<file path="config.mk">
export PLATFORM = sky130hd
export DESIGN_NAME = rfc_regs
export DESIGN_NICKNAME = d
export VERILOG_FILES = /design/src/rfc_pkg.sv /design/src/rfc_pin_sync.sv /design/src/rfc_regs.sv
export SDC_FILE = /design/constraint.sdc
export NUM_CORES = 1
export LEC_CHECK = 0
export ABC_AREA = 1
export ABC_CLOCK_PERIOD_IN_PS = 5350
export BUFFER_PORTS_ARGS = -buffer_cell sky130_fd_sc_hd__buf_2
export CELL_PAD_IN_SITES_DETAIL_PLACEMENT = 0
export CELL_PAD_IN_SITES_GLOBAL_PLACEMENT = 1
export CORE_ASPECT_RATIO = 0.5
export CORE_MARGIN = 2
export CORE_UTILIZATION = 43
export CTS_CLUSTER_DIAMETER = 80
export DETAILED_ROUTE_END_ITERATION = 10
export GPL_TIMING_DRIVEN = 0
export PLACE_DENSITY_LB_ADDON = 0.1
export SLEW_MARGIN = 20
export SYNTH_ARGS = -nofsm -noshare
export SYNTH_HDL_FRONTEND = slang
export SYNTH_HIERARCHICAL = 1
export SYNTH_SLANG_ARGS = --single-unit
</file>
<file path="constraint.sdc">
create_clock -name clk -period 5.35 [get_ports clk]
set_input_delay 1.07 -clock clk [delete_from_list [all_inputs] [get_ports clk]]
set_output_delay 1.07 -clock clk [all_outputs]
set_load 0.005 [all_outputs]
</file>
<file path="src/rfc_pkg.sv">
// Constants and types shared by the resistance-to-frequency converter control block
package rfc_pkg;

	// Register indices; the byte address of each is four times its index
	localparam logic [15:0] IDX_CONV_CONFIG   = 16'hff90;
	localparam logic [15:0] IDX_RUN_STATUS    = 16'hff91;
	localparam logic [15:0] IDX_MEAS_NIBBLE0  = 16'hff92;
	localparam logic [15:0] IDX_MEAS_NIBBLE1  = 16'hff93;
	localparam logic [15:0] IDX_IRQ_STATUS    = 16'hffa0;
	localparam logic [15:0] IDX_IRQ_MASK      = 16'hffa1;

	// Bus geometry
	localparam int          AXI_ADDR_W        = 18;
	localparam int          AXI_DATA_W        = 32;
	localparam logic [1:0]  RESP_OKAY         = 2'h0;
	localparam logic [1:0]  RESP_SLVERR       = 2'h2;

	// conversion_config field positions
	localparam int          CFG_CH_SEL_BIT    = 0;
	localparam int          CFG_TYPE_SEL_BIT  = 1;
	localparam int          CFG_CLK_SEL_BIT   = 2;

	// conversion_run_status field positions
	localparam int          RS_SENS_RUN_BIT   = 0;
	localparam int          RS_REF_RUN_BIT    = 1;
	localparam int          RS_MEAS_OVF_BIT   = 2;
	localparam int          RS_TB_OVF_BIT     = 3;

	// Interrupt status and mask field positions
	localparam int          IRQ_TB_OVF_BIT    = 0;
	localparam int          IRQ_MEAS_OVF_BIT  = 1;
	localparam int          IRQ_RUN_END_BIT   = 2;
	localparam int          IRQ_W             = 3;

	// Reset values
	localparam logic [2:0]  IRQ_RESET         = 3'h0;
	localparam logic [3:0]  NIBBLE_RESET      = 4'h0;

	// Counter widths
	localparam int          MEAS_CNT_W        = 20;
	localparam int          TB_CNT_W          = 20;
	localparam int          NIBBLE_W          = 4;

	// Conversion setup bits
	typedef struct packed {
		logic conv_clock_select;
		logic ch1_sensor_type_select;
		logic conv_channel_select;
	} rfc_cfg_t;

	// Run and overflow state
	typedef struct packed {
		logic timebase_overflow_flag;
		logic measure_overflow_flag;
		logic reference_osc_run;
		logic sensor_osc_run;
	} rfc_run_t;

	// Interrupt events, one bit each
	typedef struct packed {
		logic run_end;
		logic meas_ovf;
		logic tb_ovf;
	} rfc_evt_t;

endpackage

</file>
<file path="src/rfc_pin_sync.sv">
// Three-stage pin synchroniser with qualified rising-edge pulse
`timescale 1ns/100ps

module rfc_pin_sync (
	// Clock and reset
	input  wire logic clk,
	input  wire logic arst_n,
	// Pin side
	input  wire logic pin_in,
	// Core side
	output logic      level,
	output logic      rise
);

	logic meta_r;
	logic s2_r;
	logic s3_r;
	logic level_r;

	// The first stage feeds only the second one
	always_ff @(posedge clk or negedge arst_n) begin
		if (!arst_n) begin
			meta_r <= 1'b0;
			s2_r   <= 1'b0;
			s3_r   <= 1'b0;
		end else begin
			meta_r <= pin_in;
			s2_r   <= meta_r;
			s3_r   <= s2_r;
		end
	end

	// A change counts only once stages two and three agree
	always_ff @(posedge clk or negedge arst_n) begin
		if (!arst_n) begin
			level_r <= 1'b0;
		end else if (s2_r == s3_r) begin
			level_r <= s3_r;
		end
	end

	assign level = level_r;
	assign rise  = (s2_r == s3_r) && s3_r && !level_r;

endmodule

</file>
<file path="src/rfc_regs.sv">
// Control and status registers of the resistance-to-frequency converter
`timescale 1ns/100ps

module rfc_regs
	import rfc_pkg::*;
#(
	parameter int MEAS_W = MEAS_CNT_W,
	parameter int TB_W   = TB_CNT_W
) (
	// Clock and reset
	input  wire logic                  clk,
	input  wire logic                  arst_n,
	// AXI4-Lite write address
	input  wire logic                  s_axi_awvalid,
	output logic                       s_axi_awready,
	input  wire logic [AXI_ADDR_W-1:0] s_axi_awaddr,
	// AXI4-Lite write data
	input  wire logic                  s_axi_wvalid,
	output logic                       s_axi_wready,
	input  wire logic [AXI_DATA_W-1:0] s_axi_wdata,
	input  wire logic [3:0]            s_axi_wstrb,
	// AXI4-Lite write response
	output logic                       s_axi_bvalid,
	input  wire logic                  s_axi_bready,
	output logic [1:0]                 s_axi_bresp,
	// AXI4-Lite read address
	input  wire logic                  s_axi_arvalid,
	output logic                       s_axi_arready,
	input  wire logic [AXI_ADDR_W-1:0] s_axi_araddr,
	// AXI4-Lite read data
	output logic                       s_axi_rvalid,
	input  wire logic                  s_axi_rready,
	output logic [AXI_DATA_W-1:0]      s_axi_rdata,
	output logic [1:0]                 s_axi_rresp,
	// Oscillator pins
	input  wire logic                  fast_oscillator,
	input  wire logic                  slow_oscillator,
	input  wire logic                  meas_osc_in,
	// Converter control pins
	output logic                       ref_osc_enable,
	output logic                       sensor_osc_enable,
	output rfc_cfg_t                   conv_cfg,
	// Interrupt
	output logic                       irq
);

	// Bus state
	logic [AXI_ADDR_W-1:0] aw_addr_r;
	logic [AXI_DATA_W-1:0] w_data_r;
	logic [3:0]            w_strb_r;
	logic                  bvalid_r;
	logic [1:0]            bresp_r;
	logic                  rvalid_r;
	logic [AXI_DATA_W-1:0] rdata_r;
	logic [1:0]            rresp_r;

	// Register state
	rfc_cfg_t              cfg_r;
	rfc_run_t              run_r;
	logic [MEAS_W-1:0]     meas_cnt_r;
	logic [TB_W-1:0]       tb_cnt_r;
	logic [IRQ_W-1:0]      irq_stat_r;
	logic [IRQ_W-1:0]      irq_mask_r;
	logic                  irq_r;

	// Derived signals
	logic                  wr_fire;
	logic [15:0]           wr_idx;
	logic                  wr_low_lane;
	logic [3:0]            wr_nib;
	logic                  rd_fire;
	logic [15:0]           rd_idx;
	logic                  fast_rise;
	logic                  slow_rise;
	logic                  osc_rise;
	logic                  tb_tick;
	logic                  running;
	logic                  meas_wrap;
	logic                  tb_wrap;
	logic                  start_ref;
	logic                  start_sens;
	rfc_evt_t              evt;

	// Register index from a byte address
	function automatic logic [15:0] addr_idx(input logic [AXI_ADDR_W-1:0] a);
		return a[AXI_ADDR_W-1:2];
	endfunction

	// True for every index that answers OKAY
	function automatic logic idx_mapped(input logic [15:0] idx);
		return idx == IDX_CONV_CONFIG || idx == IDX_RUN_STATUS ||
			idx == IDX_MEAS_NIBBLE0 || idx == IDX_MEAS_NIBBLE1 ||
			idx == IDX_IRQ_STATUS || idx == IDX_IRQ_MASK;
	endfunction

	// Pin synchronisers
	rfc_pin_sync u_sync_fast (
		.clk    (clk),
		.arst_n (arst_n),
		.pin_in (fast_oscillator),
		.level  (),
		.rise   (fast_rise)
	);

	rfc_pin_sync u_sync_slow (
		.clk    (clk),
		.arst_n (arst_n),
		.pin_in (slow_oscillator),
		.level  (),
		.rise   (slow_rise)
	);

	rfc_pin_sync u_sync_meas (
		.clk    (clk),
		.arst_n (arst_n),
		.pin_in (meas_osc_in),
		.level  (),
		.rise   (osc_rise)
	);

	// Write path: address and data are taken in either order
	assign wr_fire     = !s_axi_awready && !s_axi_wready && !bvalid_r;
	assign wr_idx      = addr_idx(aw_addr_r);
	assign wr_low_lane = w_strb_r[0];
	assign wr_nib      = w_data_r[NIBBLE_W-1:0];

	always_ff @(posedge clk or negedge arst_n) begin
		if (!arst_n) begin
			s_axi_awready <= 1'b1;
			aw_addr_r     <= '0;
		end else if (s_axi_awvalid && s_axi_awready) begin
			s_axi_awready <= 1'b0;
			aw_addr_r     <= s_axi_awaddr;
		end else if (wr_fire) begin
			s_axi_awready <= 1'b1;
		end
	end

	always_ff @(posedge clk or negedge arst_n) begin
		if (!arst_n) begin
			s_axi_wready <= 1'b1;
			w_data_r     <= '0;
			w_strb_r     <= 4'h0;
		end else if (s_axi_wvalid && s_axi_wready) begin
			s_axi_wready <= 1'b0;
			w_data_r     <= s_axi_wdata;
			w_strb_r     <= s_axi_wstrb;
		end else if (wr_fire) begin
			s_axi_wready <= 1'b1;
		end
	end

	always_ff @(posedge clk or negedge arst_n) begin
		if (!arst_n) begin
			bvalid_r <= 1'b0;
			bresp_r  <= RESP_OKAY;
		end else if (wr_fire) begin
			bvalid_r <= 1'b1;
			bresp_r  <= idx_mapped(wr_idx) ? RESP_OKAY : RESP_SLVERR;
		end else if (s_axi_bready) begin
			bvalid_r <= 1'b0;
		end
	end

	assign s_axi_bvalid  = bvalid_r;
	assign s_axi_bresp   = bresp_r;

	// Configuration bits steer the counting clock and the pins
	always_ff @(posedge clk or negedge arst_n) begin
		if (!arst_n) begin
			cfg_r <= '0;
		end else if (wr_fire && wr_low_lane && wr_idx == IDX_CONV_CONFIG) begin
			cfg_r.conv_clock_select      <= wr_nib[CFG_CLK_SEL_BIT];
			cfg_r.ch1_sensor_type_select <= wr_nib[CFG_TYPE_SEL_BIT];
			cfg_r.conv_channel_select    <= wr_nib[CFG_CH_SEL_BIT];
		end
	end

	// Time base ticks on the selected oscillator
	assign tb_tick = cfg_r.conv_clock_select ? fast_rise : slow_rise;

	// Run control: a zero write is ignored, and only one oscillation runs at a time
	assign running    = run_r.reference_osc_run || run_r.sensor_osc_run;
	assign start_ref  = wr_fire && wr_low_lane && wr_idx == IDX_RUN_STATUS &&
		wr_nib[RS_REF_RUN_BIT] && !running;
	assign start_sens = wr_fire && wr_low_lane && wr_idx == IDX_RUN_STATUS &&
		wr_nib[RS_SENS_RUN_BIT] && !wr_nib[RS_REF_RUN_BIT] && !running;

	// Wrap detection of either counter ends the running oscillation
	assign meas_wrap = running && osc_rise && (&meas_cnt_r);
	assign tb_wrap   = running && tb_tick && (&tb_cnt_r);

	always_ff @(posedge clk or negedge arst_n) begin
		if (!arst_n) begin
			run_r.reference_osc_run <= 1'b0;
		end else if (start_ref) begin
			run_r.reference_osc_run <= 1'b1;
		end else if (meas_wrap || tb_wrap) begin
			run_r.reference_osc_run <= 1'b0;
		end
	end

	always_ff @(posedge clk or negedge arst_n) begin
		if (!arst_n) begin
			run_r.sensor_osc_run <= 1'b0;
		end else if (start_sens) begin
			run_r.sensor_osc_run <= 1'b1;
		end else if (meas_wrap || tb_wrap) begin
			run_r.sensor_osc_run <= 1'b0;
		end
	end

	// Overflow flags clear when a new run starts; an overflow in that cycle still wins
	always_ff @(posedge clk or negedge arst_n) begin
		if (!arst_n) begin
			run_r.timebase_overflow_flag <= 1'b0;
		end else if (tb_wrap) begin
			run_r.timebase_overflow_flag <= 1'b1;
		end else if (start_ref || start_sens) begin
			run_r.timebase_overflow_flag <= 1'b0;
		end
	end

	always_ff @(posedge clk or negedge arst_n) begin
		if (!arst_n) begin
			run_r.measure_overflow_flag <= 1'b0;
		end else if (meas_wrap) begin
			run_r.measure_overflow_flag <= 1'b1;
		end else if (start_ref || start_sens) begin
			run_r.measure_overflow_flag <= 1'b0;
		end
	end

	// Counters carry no reset; software loads the two low nibbles of the measure counter before a run
	always_ff @(posedge clk) begin
		if (wr_fire && wr_low_lane && wr_idx == IDX_MEAS_NIBBLE0) begin
			meas_cnt_r[NIBBLE_W-1:0] <= wr_nib;
		end else if (wr_fire && wr_low_lane && wr_idx == IDX_MEAS_NIBBLE1) begin
			meas_cnt_r[2*NIBBLE_W-1:NIBBLE_W] <= wr_nib;
		end else if (running && osc_rise) begin
			meas_cnt_r <= meas_cnt_r + MEAS_W'(1);
		end
	end

	// Time base restarts from zero at each run start
	always_ff @(posedge clk) begin
		if (start_ref || start_sens) begin
			tb_cnt_r <= '0;
		end else if (running && tb_tick) begin
			tb_cnt_r <= tb_cnt_r + TB_W'(1);
		end
	end

	// Interrupt events
	assign evt.tb_ovf   = tb_wrap;
	assign evt.meas_ovf = meas_wrap;
	assign evt.run_end  = meas_wrap || tb_wrap;

	// Sticky status, write one to clear; a new event beats the clear
	always_ff @(posedge clk or negedge arst_n) begin
		if (!arst_n) begin
			irq_stat_r <= IRQ_RESET;
		end else if (wr_fire && wr_low_lane && wr_idx == IDX_IRQ_STATUS) begin
			irq_stat_r <= (irq_stat_r & ~w_data_r[IRQ_W-1:0]) | evt;
		end else begin
			irq_stat_r <= irq_stat_r | evt;
		end
	end

	always_ff @(posedge clk or negedge arst_n) begin
		if (!arst_n) begin
			irq_mask_r <= IRQ_RESET;
		end else if (wr_fire && wr_low_lane && wr_idx == IDX_IRQ_MASK) begin
			irq_mask_r <= w_data_r[IRQ_W-1:0];
		end
	end

	// Registered level; follows masked status one cycle late
	always_ff @(posedge clk or negedge arst_n) begin
		if (!arst_n) begin
			irq_r <= 1'b0;
		end else begin
			irq_r <= |(irq_stat_r & irq_mask_r);
		end
	end

	// Pin outputs are flopped copies of the registers, one cycle behind them
	always_ff @(posedge clk or negedge arst_n) begin
		if (!arst_n) begin
			ref_osc_enable    <= 1'b0;
			sensor_osc_enable <= 1'b0;
			conv_cfg          <= '0;
		end else begin
			ref_osc_enable    <= run_r.reference_osc_run;
			sensor_osc_enable <= run_r.sensor_osc_run;
			conv_cfg          <= cfg_r;
		end
	end

	// Read path: one read at a time, answered the cycle after acceptance
	assign rd_fire = s_axi_arvalid && !rvalid_r;
	assign rd_idx  = addr_idx(s_axi_araddr);

	always_ff @(posedge clk or negedge arst_n) begin
		if (!arst_n) begin
			rvalid_r      <= 1'b0;
			s_axi_arready <= 1'b1;
			rdata_r       <= '0;
			rresp_r       <= RESP_OKAY;
		end else if (rd_fire) begin
			rvalid_r      <= 1'b1;
			s_axi_arready <= 1'b0;
			rresp_r  <= idx_mapped(rd_idx) ? RESP_OKAY : RESP_SLVERR;
			rdata_r  <= '0;
			unique case (rd_idx)
				IDX_CONV_CONFIG: begin
					rdata_r[CFG_CLK_SEL_BIT]  <= cfg_r.conv_clock_select;
					rdata_r[CFG_TYPE_SEL_BIT] <= cfg_r.ch1_sensor_type_select;
					rdata_r[CFG_CH_SEL_BIT]   <= cfg_r.conv_channel_select;
				end
				IDX_RUN_STATUS: begin
					rdata_r[RS_TB_OVF_BIT]   <= run_r.timebase_overflow_flag;
					rdata_r[RS_MEAS_OVF_BIT] <= run_r.measure_overflow_flag;
					rdata_r[RS_REF_RUN_BIT]  <= run_r.reference_osc_run;
					rdata_r[RS_SENS_RUN_BIT] <= run_r.sensor_osc_run;
				end
				IDX_MEAS_NIBBLE0: begin
					rdata_r[NIBBLE_W-1:0] <= meas_cnt_r[NIBBLE_W-1:0];
				end
				IDX_MEAS_NIBBLE1: begin
					rdata_r[NIBBLE_W-1:0] <= meas_cnt_r[2*NIBBLE_W-1:NIBBLE_W];
				end
				IDX_IRQ_STATUS: begin
					rdata_r[IRQ_W-1:0] <= irq_stat_r;
				end
				IDX_IRQ_MASK: begin
					rdata_r[IRQ_W-1:0] <= irq_mask_r;
				end
				default: begin
					rdata_r <= '0;
				end
			endcase
		end else if (s_axi_rready) begin
			rvalid_r      <= 1'b0;
			s_axi_arready <= 1'b1;
		end
	end

	assign s_axi_rvalid  = rvalid_r;
	assign s_axi_rdata   = rdata_r;
	assign s_axi_rresp   = rresp_r;
	assign irq           = irq_r;

endmodule

</file>
== Yosys cells after proc, flatten, opt, wreduce, memory -nomap -nowiden ==
Index checks and enable logic that the tools add are counted.

* Register bits: 107
* Output and inout port bits: 47

* Add/sub/neg operators: 2
* Eq/ne operators: 16
* Multiplexer cells: 25
* Bitwise gates (word level): 7
* Reductions and logical operators: 65

{| class="wikitable"
|+ Operators with widths
! kind !! number
|-
| 16-bit equality test (second input constant) || 12
|-
| 20-bit by 1-bit adder with 20-bit output (second input constant) || 2
|-
| 20-bit AND reduction || 2
|-
| 1-bit logical AND || 27
|-
| 2-bit nonzero test || 10
|-
| 3-bit case mux with 6 select lines || 1
|-
| 1-bit 2-to-1 mux || 16
|-
| 1-bit logical OR || 13
|-
| 4-bit 2-to-1 mux || 3
|-
| 1-bit zero test || 9
|-
| 8-bit 2-to-1 mux || 1
|-
| 3-bit AND || 2
|-
| 3-bit bitwise OR || 2
|-
| 2-bit 2-to-1 mux || 2
|-
| 2-bit AND reduction || 2
|-
| 1-bit equality test || 3
|-
| 3-bit 2-to-1 mux || 1
|-
| 3-bit inverter || 1
|-
| 1-bit case mux with 3 select lines || 1
|-
| 3-bit AND reduction || 1
|-
| 3-bit OR reduction || 1
|-
| 2-bit inequality test (second input constant) || 1
|-
| 1-bit inverter || 2
|}

== Longest topological paths before layout ==
Gate-level depths: netlist (run 1).

* Word-level depth: 11
* Mapped depth: 12
* Mapped depth without buffers: 12

== Modules after synthesis ==
The synthesis (run 1) kept the hierarchy.

{| class="wikitable"
|+ Modules (own cells, without submodules)
! module !! instances !! cells an instance !! area an instance (um2)
|-
| rfc_regs || 1 || 580 || 4828.4
|-
| rfc_pin_sync || 3 || 11 || 135.1
|}

== Worst setup path after synthesis (run 1) ==
OpenSTA, ideal clock, no wires.

* Kind: reg2reg
* From: reg s_axi_wready
* To: reg meas_cnt_r[10], enable pin
* Arrival time: 1.651 ns
* Required time: 4.970 ns
* Slack: 3.319 ns
* Stages on the path, launching flop included: 9
* Clock period less this slack: 2.031 ns
* Cells stage by stage: dfstp_2 -> inv_2 -> nand3_2 -> nor2_4 -> nand2_1 -> clkinv_1 -> nand3_2 -> inv_2 -> nor2_1

* Longest elaborated chain between the ends: 7

{| class="wikitable"
|+ Ends and longest elaborated chain
! what !! RTL line !! RTL
|-
| start, declared || rfc_regs.sv:19 || <nowiki>output logic s_axi_wready,</nowiki>
|-
| start signal, assigned || rfc_regs.sv:141 || <nowiki>s_axi_wready <= 1'b1;</nowiki>
|-
| start signal, assigned || rfc_regs.sv:145 || <nowiki>s_axi_wready <= 1'b0;</nowiki>
|-
| start signal, assigned || rfc_regs.sv:149 || <nowiki>s_axi_wready <= 1'b1;</nowiki>
|-
| 1-bit zero test * || rfc_regs.sv:122 || <nowiki>assign wr_fire = !s_axi_awready && !s_axi_wready && !bvalid_r;</nowiki>
|-
| 1-bit logical AND * (2 in series) || rfc_regs.sv:122 ||
|-
| 1-bit logical AND * || rfc_regs.sv:236, rfc_regs.sv:238 ||
|-
| 1-bit logical AND (on tied branches) || rfc_regs.sv:238, rfc_regs.sv:236 ||
|-
| 1-bit inverter (no line) || - ||
|-
| 3-bit AND reduction (no line) * || - ||
|-
| end signal, assigned by index || rfc_regs.sv:237 || <nowiki>meas_cnt_r[NIBBLE_W-1:0] <= wr_nib;</nowiki>
|-
| end signal, assigned by index || rfc_regs.sv:239 || <nowiki>meas_cnt_r[2*NIBBLE_W-1:NIBBLE_W] <= wr_nib;</nowiki>
|-
| end signal, assigned || rfc_regs.sv:241 || <nowiki>meas_cnt_r <= meas_cnt_r + MEAS_W'(1);</nowiki>
|-
| end, declared || rfc_regs.sv:60 || <nowiki>logic [MEAS_W-1:0] meas_cnt_r;</nowiki>
|}

Every way passes the cells marked *; elsewhere a longest branch is shown, timed or not.
A chain may end at the register's enable or synchronous reset.

== Worst setup path after layout (run 1) ==
* From: reg s_axi_wready
* To: reg meas_cnt_r[13], enable pin

Same word-level chain as after synthesis.

==> out/metrics.cfg, run 1 <==
[power_and_ir_drop]
p_leak_nw = 3.07
p_total_mw = 2.02
ir_drop_mv = 0.164
p_per_area_nw_per_um2 = 326

[finish]
syn_to_final_growth_pct = 18.8
finalInstanceArea_um2 = 6220
finalNonFillerCells = 887
seqCellArea_um2 = 2580
fillers = 1153
multiInputGateArea_um2 = 2240
nets = 804
final_core_utilization_pct = 52.5
diodes = 0
final_layout_size_suffix_gt1_share_pct = 23.8

[synthesis]
ys_dominant_reg_cell = dfrtp_1
synth_top_family_by_area = simple AND/OR/NAND/NOR gates
synth-async-reset-ratio_pct = 61.2
synth-adder-area-share_pct = 1.20
synth_seq_area_share_pct = 49.3
synth_compound_area_share_pct = 5.04
synth_area_per_cell_um2 = 8.54
ys_types = 43
synth_xor_area_share_pct = 4.52
ys_seq_elements = 103
synth-simple-area-share_pct = 27.3
syn-cell-area_um2 = 5230
synth-warning-count = 6
synth_edf_count = 20
synthMuxAreaShare_pct = 2.58
syn_inst = 613

[sta]
period_share_pct = 39.8
fin_crit_ps = 2130
timing_hold_violations_final = 0
maxSlewHeadroom_pct = 55.2
fmax_ghz = 0.469
report.final.slew_viol_count = 0
rsz0062_at_grt = no
tns_ps = 0
setup_viol_count_final = 0
clock_skew_ps = 7.98
worst_pin_slew_ps = 671

[die]
die_h_um = 82.0
chipWidth_um = 160
boundaryPins = 129
start_util_pct = 44.2
die_area_um2 = 13100
rows = 28
core_area_um2 = 11800

[global_route]
grtUsageTotal_pct = 17.8
grt.busiest_layer = met2
grt_pass1_vias = 3822
antenna_found_initial = 0
use_met1_pct = 24.6
grt_max_degree = 45
gr-total-overflow = 0
grtUsageMet3_pct = 4.90
gr-usage-met2_pct = 27.5
grt_first_pass_wirelength_mm = 18.3

[clock_network]
insertion_delay_ps = 350
numClockSinks = 103
cts_tree = yes
cts_resized = 0
clock-root-buffer = clkbuf_16
cts_hold_buf = 0
ctsHtreeMaxLevel = 3
clkTransAtPathRegs_ps = 70
post-cts-setup-buffer-count = 0
clk_path_buf_depth = 2
cts_buffers = 9

[setup_path]
start_kind = register
crit_type = register to register
critical_path.endpoint_type = register
required_ps = 5330
cp_max_fo = 12
arrival_ps = 2120

[routing]
vias = 4028
postRouteAntennaNets = 0
avgViaCountPerCell = 4.54
post_drt_wl_per_cell_um = 12.1
wl_mm = 10.8
drc = 0
drtIter0Drc = 235
first_pass_iters = 4

[place]
place_area_um2 = 5890
placed_cells = 871
port_buffers = 63
dp_hpwl_mm = 8.11
gp_congestion = 0.769

[run]
drv_cap = 0

[status]
status = completed

[hold_path]
hp-class = register to register

## cell usage after synthesis, drive strengths merged (5+ instances only)
library cell / n / share of area (%)
inv: 70 / 5.1
buf: 32 / 4.6
nor2: 98 / 8.2
mux2: 12 / 2.6
dfxtp: 20 / 7.6
xnor2: 10 / 1.7
edfxtp: 20 / 11
nand4: 8 / 0.96
dfrtp: 60 / 29
xor2: 17 / 2.8
o21ai: 27 / 2.6
nor3: 14 / 1.5
a21oi: 21 / 2.0
nand3: 53 / 5.8
ha: 5 / 1.2
nand2: 128 / 9.8
## metal layers
layer  routed length (um)  part of all wire [%]
met1                 5610                    52
met2                 4370                    41
met3                  670                   6.2
met4                  128                   1.2
met5                    0                     0
## worst max-delay path, cell delays in order (launching register included)
cell	delay, ps
dfstp_2	550
inv_2	40
nand3_2	130
nor2_4	90
nand2_1	90
clkinv_1	70
nand3_2	180
inv_2	60
nor2_2	540
## area by class of cell
class	instances	share of cell area [%]
flip-flops and latches	103	41.5
plain buffers	33	3.94
well taps	165	3.32
inverters	73	4.45
repair buffers	64	5.55
multi-input cells	433	36.1
clock buffers	11	4.43
clock inverters	5	0.724
## layout by cell type, fill, tap and decap left out, types with 3 or more instances in the layout
cell type	instances
nand2_1	122
nor2_1	85
buf_2	63
dfrtp_1	60
inv_1	53
nand3_1	48
buf_4	31
conb_1	30
a21oi_1	21
edfxtp_1	20
dfxtp_1	20
o21ai_0	18
xor2_1	17
inv_2	16
nor3_1	12
mux2_2	12
clkbuf_16	11
xnor2_1	10
o21ai_1	9
nor2_2	8
nand4_1	8
ha_1	5
nor2_4	4
nand2_2	3
nand3_2	3
nand2_4	3
clkinv_1	3
dfstp_2	3
## metrics by stage
stage | hold WS (ps) | setup slack (ps)
global route | 366 | 3030
detailed placement | 337 | 2910
finish | 350 | 3220
global placement | 332 | 2940
CTS | 354 | 2870
floorplan | 331 | 3320
## state kept, by name, summed over array words and instances (netlist names), 3 cells and up
register     count
aw_addr_r       16
w_data_r         4
meas_cnt_r      20
conv_cfg         3
tb_cnt_r        20
cfg_r            3
irq_stat_r       3
irq_mask_r       3
run_r            4
s_axi_rdata      4
## power breakdown
group	switching (mW)	leakage (nW)	internal [mW]
Clock	0.316	0.155	0.379
Sequential	0.0546	1.12	0.910
Combinational	0.217	1.80	0.148
Total	0.587	3.07	1.44
## cells by family (layout without fill, tap and decap cells)
logic type | Yosys count | after routing
flip-flops | 103 | 103
other | 1 | 30
buffers and inverters | 106 | 186
AND/OR/NAND/NOR | 308 | 308
XOR/XNOR | 27 | 27
AO/OA/AOI/OAI | 51 | 51
multiplexers | 12 | 12
adder cells (fa/ha/maj) | 5 | 5
## path summary, 6_finish.rpt
| path | start | to | slack [ps] | cells after the start |
|---|---|---|---|---|
| max in group asynchronous | arst_n | s_axi_arready$_DFFE_PN1P_ | 4180 | 2 |
| hold reg to reg | u_sync_meas/meta_r$_DFF_PN0_ | u_sync_meas/s2_r$_DFF_PN0_ | 350 | 0 |
| setup reg to reg | s_axi_wready$_DFFE_PN1P_ | meas_cnt_r[13]$_DFFE_PP_ | 3220 | 8 |
| min in group asynchronous | arst_n | u_sync_fast/s2_r$_DFF_PN0_ | 590 | 1 |
| hold / removal | u_sync_meas/meta_r$_DFF_PN0_ | u_sync_meas/s2_r$_DFF_PN0_ | 350 | 0 |
| setup / recovery | s_axi_wready$_DFFE_PN1P_ | meas_cnt_r[13]$_DFFE_PP_ | 3220 | 8 |
No activity file was read; power rests on OpenSTA's default activity.
==> run 2, diff against run 1 <==
- ABC_AREA: 1 -> 0
- ABC_CLOCK_PERIOD_IN_PS: 5350 -> 2100
- CORE_UTILIZATION: 43 -> 41
- clock period: 5.35 -> 2.1 ns (I/O delays scaled with it)
==> run 2 against run 1 <==
Compared with the run above:
- hold slack lost 210 ps
- combinational power rose by 130%
- the run now ends with setup timing left
- maximum frequency decreased by 12%
- total power grew 150%
- sequential share of layout area grew 0.31 points
- critical path depth shrank 3
- flip-flop and latch count did not move
- cell area shrank 0.74%
- critical path type unchanged
- clock skew increased by 1.4 ps
- die area down 0.10%
==> out/metrics.cfg, run 2 <==
[finish]
seqCellArea_um2 = 2580
final_layout_size_suffix_gt1_share_pct = 33.9
diodes = 0
final_cell_mix = buf_2, dfrtp_1, buf_4
final_common_cell = buf_2
syn_to_final_growth_pct = 23.8
fillers = 1108
top_regs = meas_cnt_r (20), tb_cnt_r (20), aw_addr_r (16)
multiInputGateArea_um2 = 2280
finalNonFillerCells = 731
nets = 648
final_core_utilization_pct = 52.1

[routing]
wl_mm = 10.6
drtIter0Drc = 217
wl_met3_um = 429
m1WireLength_mm = 5.35
dr.max_layer_used = met4
dr_wl_met2_mm = 4.67
vias = 3575
drc = 0
first_pass_iters = 4
post_drt_wl_per_cell_um = 14.5
postRouteAntennaNets = 0
avgViaCountPerCell = 4.89

[setup_path]
critical_path.endpoint_type = register
rr_worst_depth = 5
arrival_ps = 2520
crit_type = register to register
required_ps = 2200
start_kind = register
r2r_slack_ps = -320
cp_max_fo = 5

[synthesis]
synth.most_common_cell = dfrtp_1
syn-cell-area_um2 = 4980
synth_top_area_share_pct = 30.1
synth_area_leaders = dfrtp_1, edfxtp_1, dfxtp_1
synth_edf_count = 20
synth_seq_area_share_pct = 51.8
ys_types = 56
yosysTopAreaCell = dfrtp_1
synth-warning-count = 6
synthTopCellsByCount = dfrtp_1, mux2_2, nand2_1
ys_seq_elements = 103
syn_inst = 449
synth-async-reset-ratio_pct = 61.2
ys_dominant_reg_cell = dfrtp_1
synth_area_per_cell_um2 = 11.1

[die]
chipWidth_um = 160
rows = 28
core_area_um2 = 11800
die_h_um = 82.0
start_util_pct = 42.1
boundaryPins = 129
die_area_um2 = 13100

[clock_network]
numClockSinks = 103
clkTransAtPathRegs_ps = 70
clk_path_buf_depth = 2
ctsHtreeMaxLevel = 3
cts_tree = yes
clock-root-buffer = clkbuf_16
insertion_delay_ps = 350
cts_hold_buf = 0
cts_buffers = 9

[global_route]
grt_max_degree = 64
gr-total-overflow = 0
antenna_found_initial = 0
grt_pass1_vias = 3358
grt_first_pass_wirelength_mm = 16.9
grtUsageTotal_pct = 16.7

[sta]
timing_hold_violations_final = 0
fin_crit_ps = 2420
rsz0062_at_grt = yes
worst_pin_slew_ps = 786
maxSlewHeadroom_pct = 47.6
setup_viol_count_final = 45
fmax_ghz = 0.413
clock_skew_ps = 9.33
worst_slack_ps = -321
period_share_pct = 115
report.final.slew_viol_count = 0

[power_and_ir_drop]
p_leak_nw = 2.60
p_per_area_nw_per_um2 = 810
ir_drop_mv = 0.404

[status]
violations = setup timing
status = complete, but fails checks

[place]
dp_hpwl_mm = 7.61
pre_cts_ws_ps = -454
port_buffers = 62
gp_congestion = 0.776
placed_cells = 705

[hold_path]
hp-class = primary input to asynchronous set/reset pin

[run]
drv_cap = 0

[run 2: cell types whose count changed in the layout (fill, tap and decap cells not counted), moves of 16 or more]
cell,before,now
inv_2,16,0
nand3_1,48,16
mux2_2,12,28
inv_1,53,16
nor2_1,85,22
a21oi_1,21,2
nand2_1,122,34
[run 2: what timing repair did]
item	CTS	global route
setup endpoints to repair	44	58
gates cloned	0	1
setup buffers	8	4
resized for setup	22	4
pin swaps	7	2
[run 2: layer usage]
metal / track usage, % / vias up
met5: 0 / -
met4: 5.50 / 0
met3: 4.19 / 14
met2: 26.1 / 72
met1: 23.1 / 1694
li1: - / 1795
[run 2: worst paths after layout]
kind,start,end
max,s_axi_awready$_DFFE_PN1P_,meas_cnt_r[6]$_DFFE_PP_
min,arst_n,aw_addr_r[9]$_DFFE_PN0P_
max reg2reg,s_axi_awready$_DFFE_PN1P_,meas_cnt_r[6]$_DFFE_PP_
min reg2reg,u_sync_meas/meta_r$_DFF_PN0_,u_sync_meas/s2_r$_DFF_PN0_
max in group asynchronous,arst_n,s_axi_rdata[1]$_DFFE_PN0P_
min in group clk,slow_oscillator,u_sync_slow/meta_r$_DFF_PN0_
[run 2: cell families after synthesis]
logic type | Yosys count | share of synthesized area (%)
simple gates | 153 | 17.6
mux | 45 | 10.4
flops | 103 | 51.8
other cells | 1 | 0.0752
compound gates | 56 | 7.03
fa+ha+maj | 5 | 1.26
buf+inv | 59 | 7.08
xor+xnor | 27 | 4.74
[run 2: area by class of cell]
class	count	area share, %
Sequential cell	103	41.8
Multi-Input combinational cell	316	37.0
Timing Repair Buffer	75	7.58
Buffer	39	4.66
Clock buffer	10	3.71
Tap cell	165	3.35
Inverter	17	1.09
Clock inverter	6	0.750
[run 2: through the flow]
stage                     setup TNS, ps  total power, mW  cell area [um^2]  hold WS (ps)
final                            -10330             5.00              6170           140
after global routing             -13450             5.27              6170           156
after CTS                         -9110             5.04              6080           163
after detailed placement         -14100             3.39              5670           340
after global placement           -13530             3.36              5660           334
after floorplan                   -4840             3.09              5150           124
[run 2: critical path, cell delays in order (launching register included)]
cell and delay, ps:
dfstp_2 370, or4b_4 540, or4_4 610, nor3_4 210
buf_6 150, mux2_4 290
[run 2: power by group]
group	internal, mW	switching (mW)	leakage [nW]
logic	0.461	0.387	1.34
registers	2.31	0.270	1.13
clock network	0.815	0.752	0.135
==> run 3, diff against run 2 <==
- CAP_MARGIN: default -> 30
- REMOVE_ABC_BUFFERS: default -> 1
==> run 3 against run 2 <==
Compared with the run above:
- the run ends with hold timing, setup timing left
- sequential power is essentially flat
- maximum frequency grew 1.9%
- combinational power decreased by 5.8%
- hold slack got worse by 150 ps
- non-clock buffer count down 32
- first-iteration DRC count up 6.9%
- total power fell by 0.41%
- core utilization is 1.8 points lower
- clock skew grew 1.7 ps
- worst setup slack improved by 45 ps
- cell area fell by 3.4%
- highest routed layer unchanged
==> out/metrics.cfg, run 3 (synthesis results as in run 2) <==
[status]
status = complete, but fails checks
violations = hold timing, setup timing

[routing]
avgViaCountPerCell = 4.96
drc = 0
first_pass_iters = 4
vias = 3468
postRouteAntennaNets = 0
post_drt_wl_per_cell_um = 14.7
drtIter0Drc = 232
wl_mm = 10.2

[sta]
worst_pin_slew_ps = 644
hold_ws_ps = -6.32
maxSlewHeadroom_pct = 56.9
worst_slack_ps = -276
period_share_pct = 113
clock_skew_ps = 11.0
fin_crit_ps = 2380
rsz0062_at_grt = yes
setup_viol_count_final = 54
fmax_ghz = 0.421
timing_hold_violations_final = 5
report.final.slew_viol_count = 0

[clock_network]
cts_buffers = 9
clkTransAtPathRegs_ps = 70
clock-root-buffer = clkbuf_16
numClockSinks = 103
ctsHtreeMaxLevel = 3
cts_hold_buf = 0
clk_path_buf_depth = 2
insertion_delay_ps = 350
cts_tree = yes

[global_route]
grt_first_pass_wirelength_mm = 16.9
antenna_found_initial = 0
grtUsageTotal_pct = 16.5
gr-total-overflow = 0
grt_max_degree = 34
grt_pass1_vias = 3323

[finish]
finalNonFillerCells = 699
diodes = 0
top_regs = meas_cnt_r (20), tb_cnt_r (20), aw_addr_r (16)
nets = 616
final_cell_mix = buf_2, dfrtp_1, nand2_1
fillers = 1156
syn_to_final_growth_pct = 19.6
final_layout_size_suffix_gt1_share_pct = 33.1
final_common_cell = buf_2

[run]
drv_cap = 0

[place]
port_buffers = 63
gp_congestion = 0.741
dp_hpwl_mm = 7.27
placed_cells = 666

[die]
rows = 28
chipWidth_um = 160
start_util_pct = 42.1
boundaryPins = 129
die_h_um = 82.0
die_area_um2 = 13100
core_area_um2 = 11800

[setup_path]
required_ps = 2200
start_kind = register
critical_path.endpoint_type = register
crit_type = register to register
arrival_ps = 2470
rr_worst_depth = 5
cp_max_fo = 5

[power_and_ir_drop]
p_leak_nw = 2.44
p_per_area_nw_per_um2 = 835
ir_drop_mv = 0.457

[hold_path]
hp-class = primary input to asynchronous set/reset pin

==> run 3: cell count changes in the layout (fill, tap and decap cells not counted), moves of 3 or more <==
cell,change
buf_4,-26
clkbuf_1,-7
nor2_1,-6
nor2_2,+6
o21ai_0,+3
o21ai_1,-3
==> run 3: final timing paths <==
kind	endpoint	slack, ps	startpoint
max	meas_cnt_r[7]$_DFFE_PP_	-280	s_axi_awready$_DFFE_PN1P_
min	aw_addr_r[9]$_DFFE_PN0P_	-6	arst_n
max reg2reg	meas_cnt_r[7]$_DFFE_PP_	-280	s_axi_awready$_DFFE_PN1P_
min reg2reg	u_sync_slow/s2_r$_DFF_PN0_	350	u_sync_slow/meta_r$_DFF_PN0_
max in group asynchronous	run_r[3]$_DFFE_PN0P_	1590	arst_n
min in group clk	u_sync_fast/meta_r$_DFF_PN0_	180	fast_oscillator
==> run 3: final cells by class <==
cell class / count / area (um^2) / area share [%]
Sequential cell: 103 / 2580 / 43.3
Multi-Input combinational cell: 316 / 2300 / 38.6
Timing Repair Buffer: 82 / 528 / 8.86
Clock buffer: 10 / 239 / 4.01
Tap cell: 165 / 206 / 3.46
Inverter: 17 / 67.6 / 1.13
Clock inverter: 6 / 41.3 / 0.693
==> run 3: critical path, stage by stage (launching register included) <==
cell and delay [ps]:
dfstp_2 370, or4b_4 530, or4_4 610, nor3_4 170, buf_12 140, mux2_4 290
==> run 3: per-stage QoR <==
step	setup WS, ps	TNS (ps)	power (mW)	area, um^2	util (%)
after CTS	-305	-11320	5.00	5880	49.7
after detailed placement	-789	-23940	3.35	5360	45.3
final	-276	-8510	4.98	5960	50.3
after floorplan	-560	-14720	3.04	4800	-
after global placement	-1090	-30470	3.33	5330	45.0
after global routing	-339	-13480	5.25	5960	50.3
==> run 3: per-layer routing <==
layer	share of wire [%]	wire [um]	vias up	track usage (%)
met5	0	0	-	0
met1	53	5450	1656	24.2
met2	41	4220	84	24.2
met4	0.70	72	0	3.51
li1	-	-	1720	-
met3	4.9	506	8	4.49
==> run 3: where the power goes <==
| part | total, mW | switching [mW] | leakage, nW | internal, mW |
|---|---|---|---|---|
| logic | 0.799 | 0.362 | 1.18 | 0.438 |
| clock network | 1.60 | 0.762 | 0.140 | 0.842 |
| registers | 2.57 | 0.261 | 1.13 | 2.31 |
| total | 4.98 | 1.39 | 2.44 | 3.59 |
==> run 3: repair_timing <==
item / in CTS / in global routing
gates resized for setup: 31 / 15
setup buffers: 12 / 4
gates cloned: 1 / 0
endpoints found under the setup margin: 57 / 61
pin swaps: 14 / 4
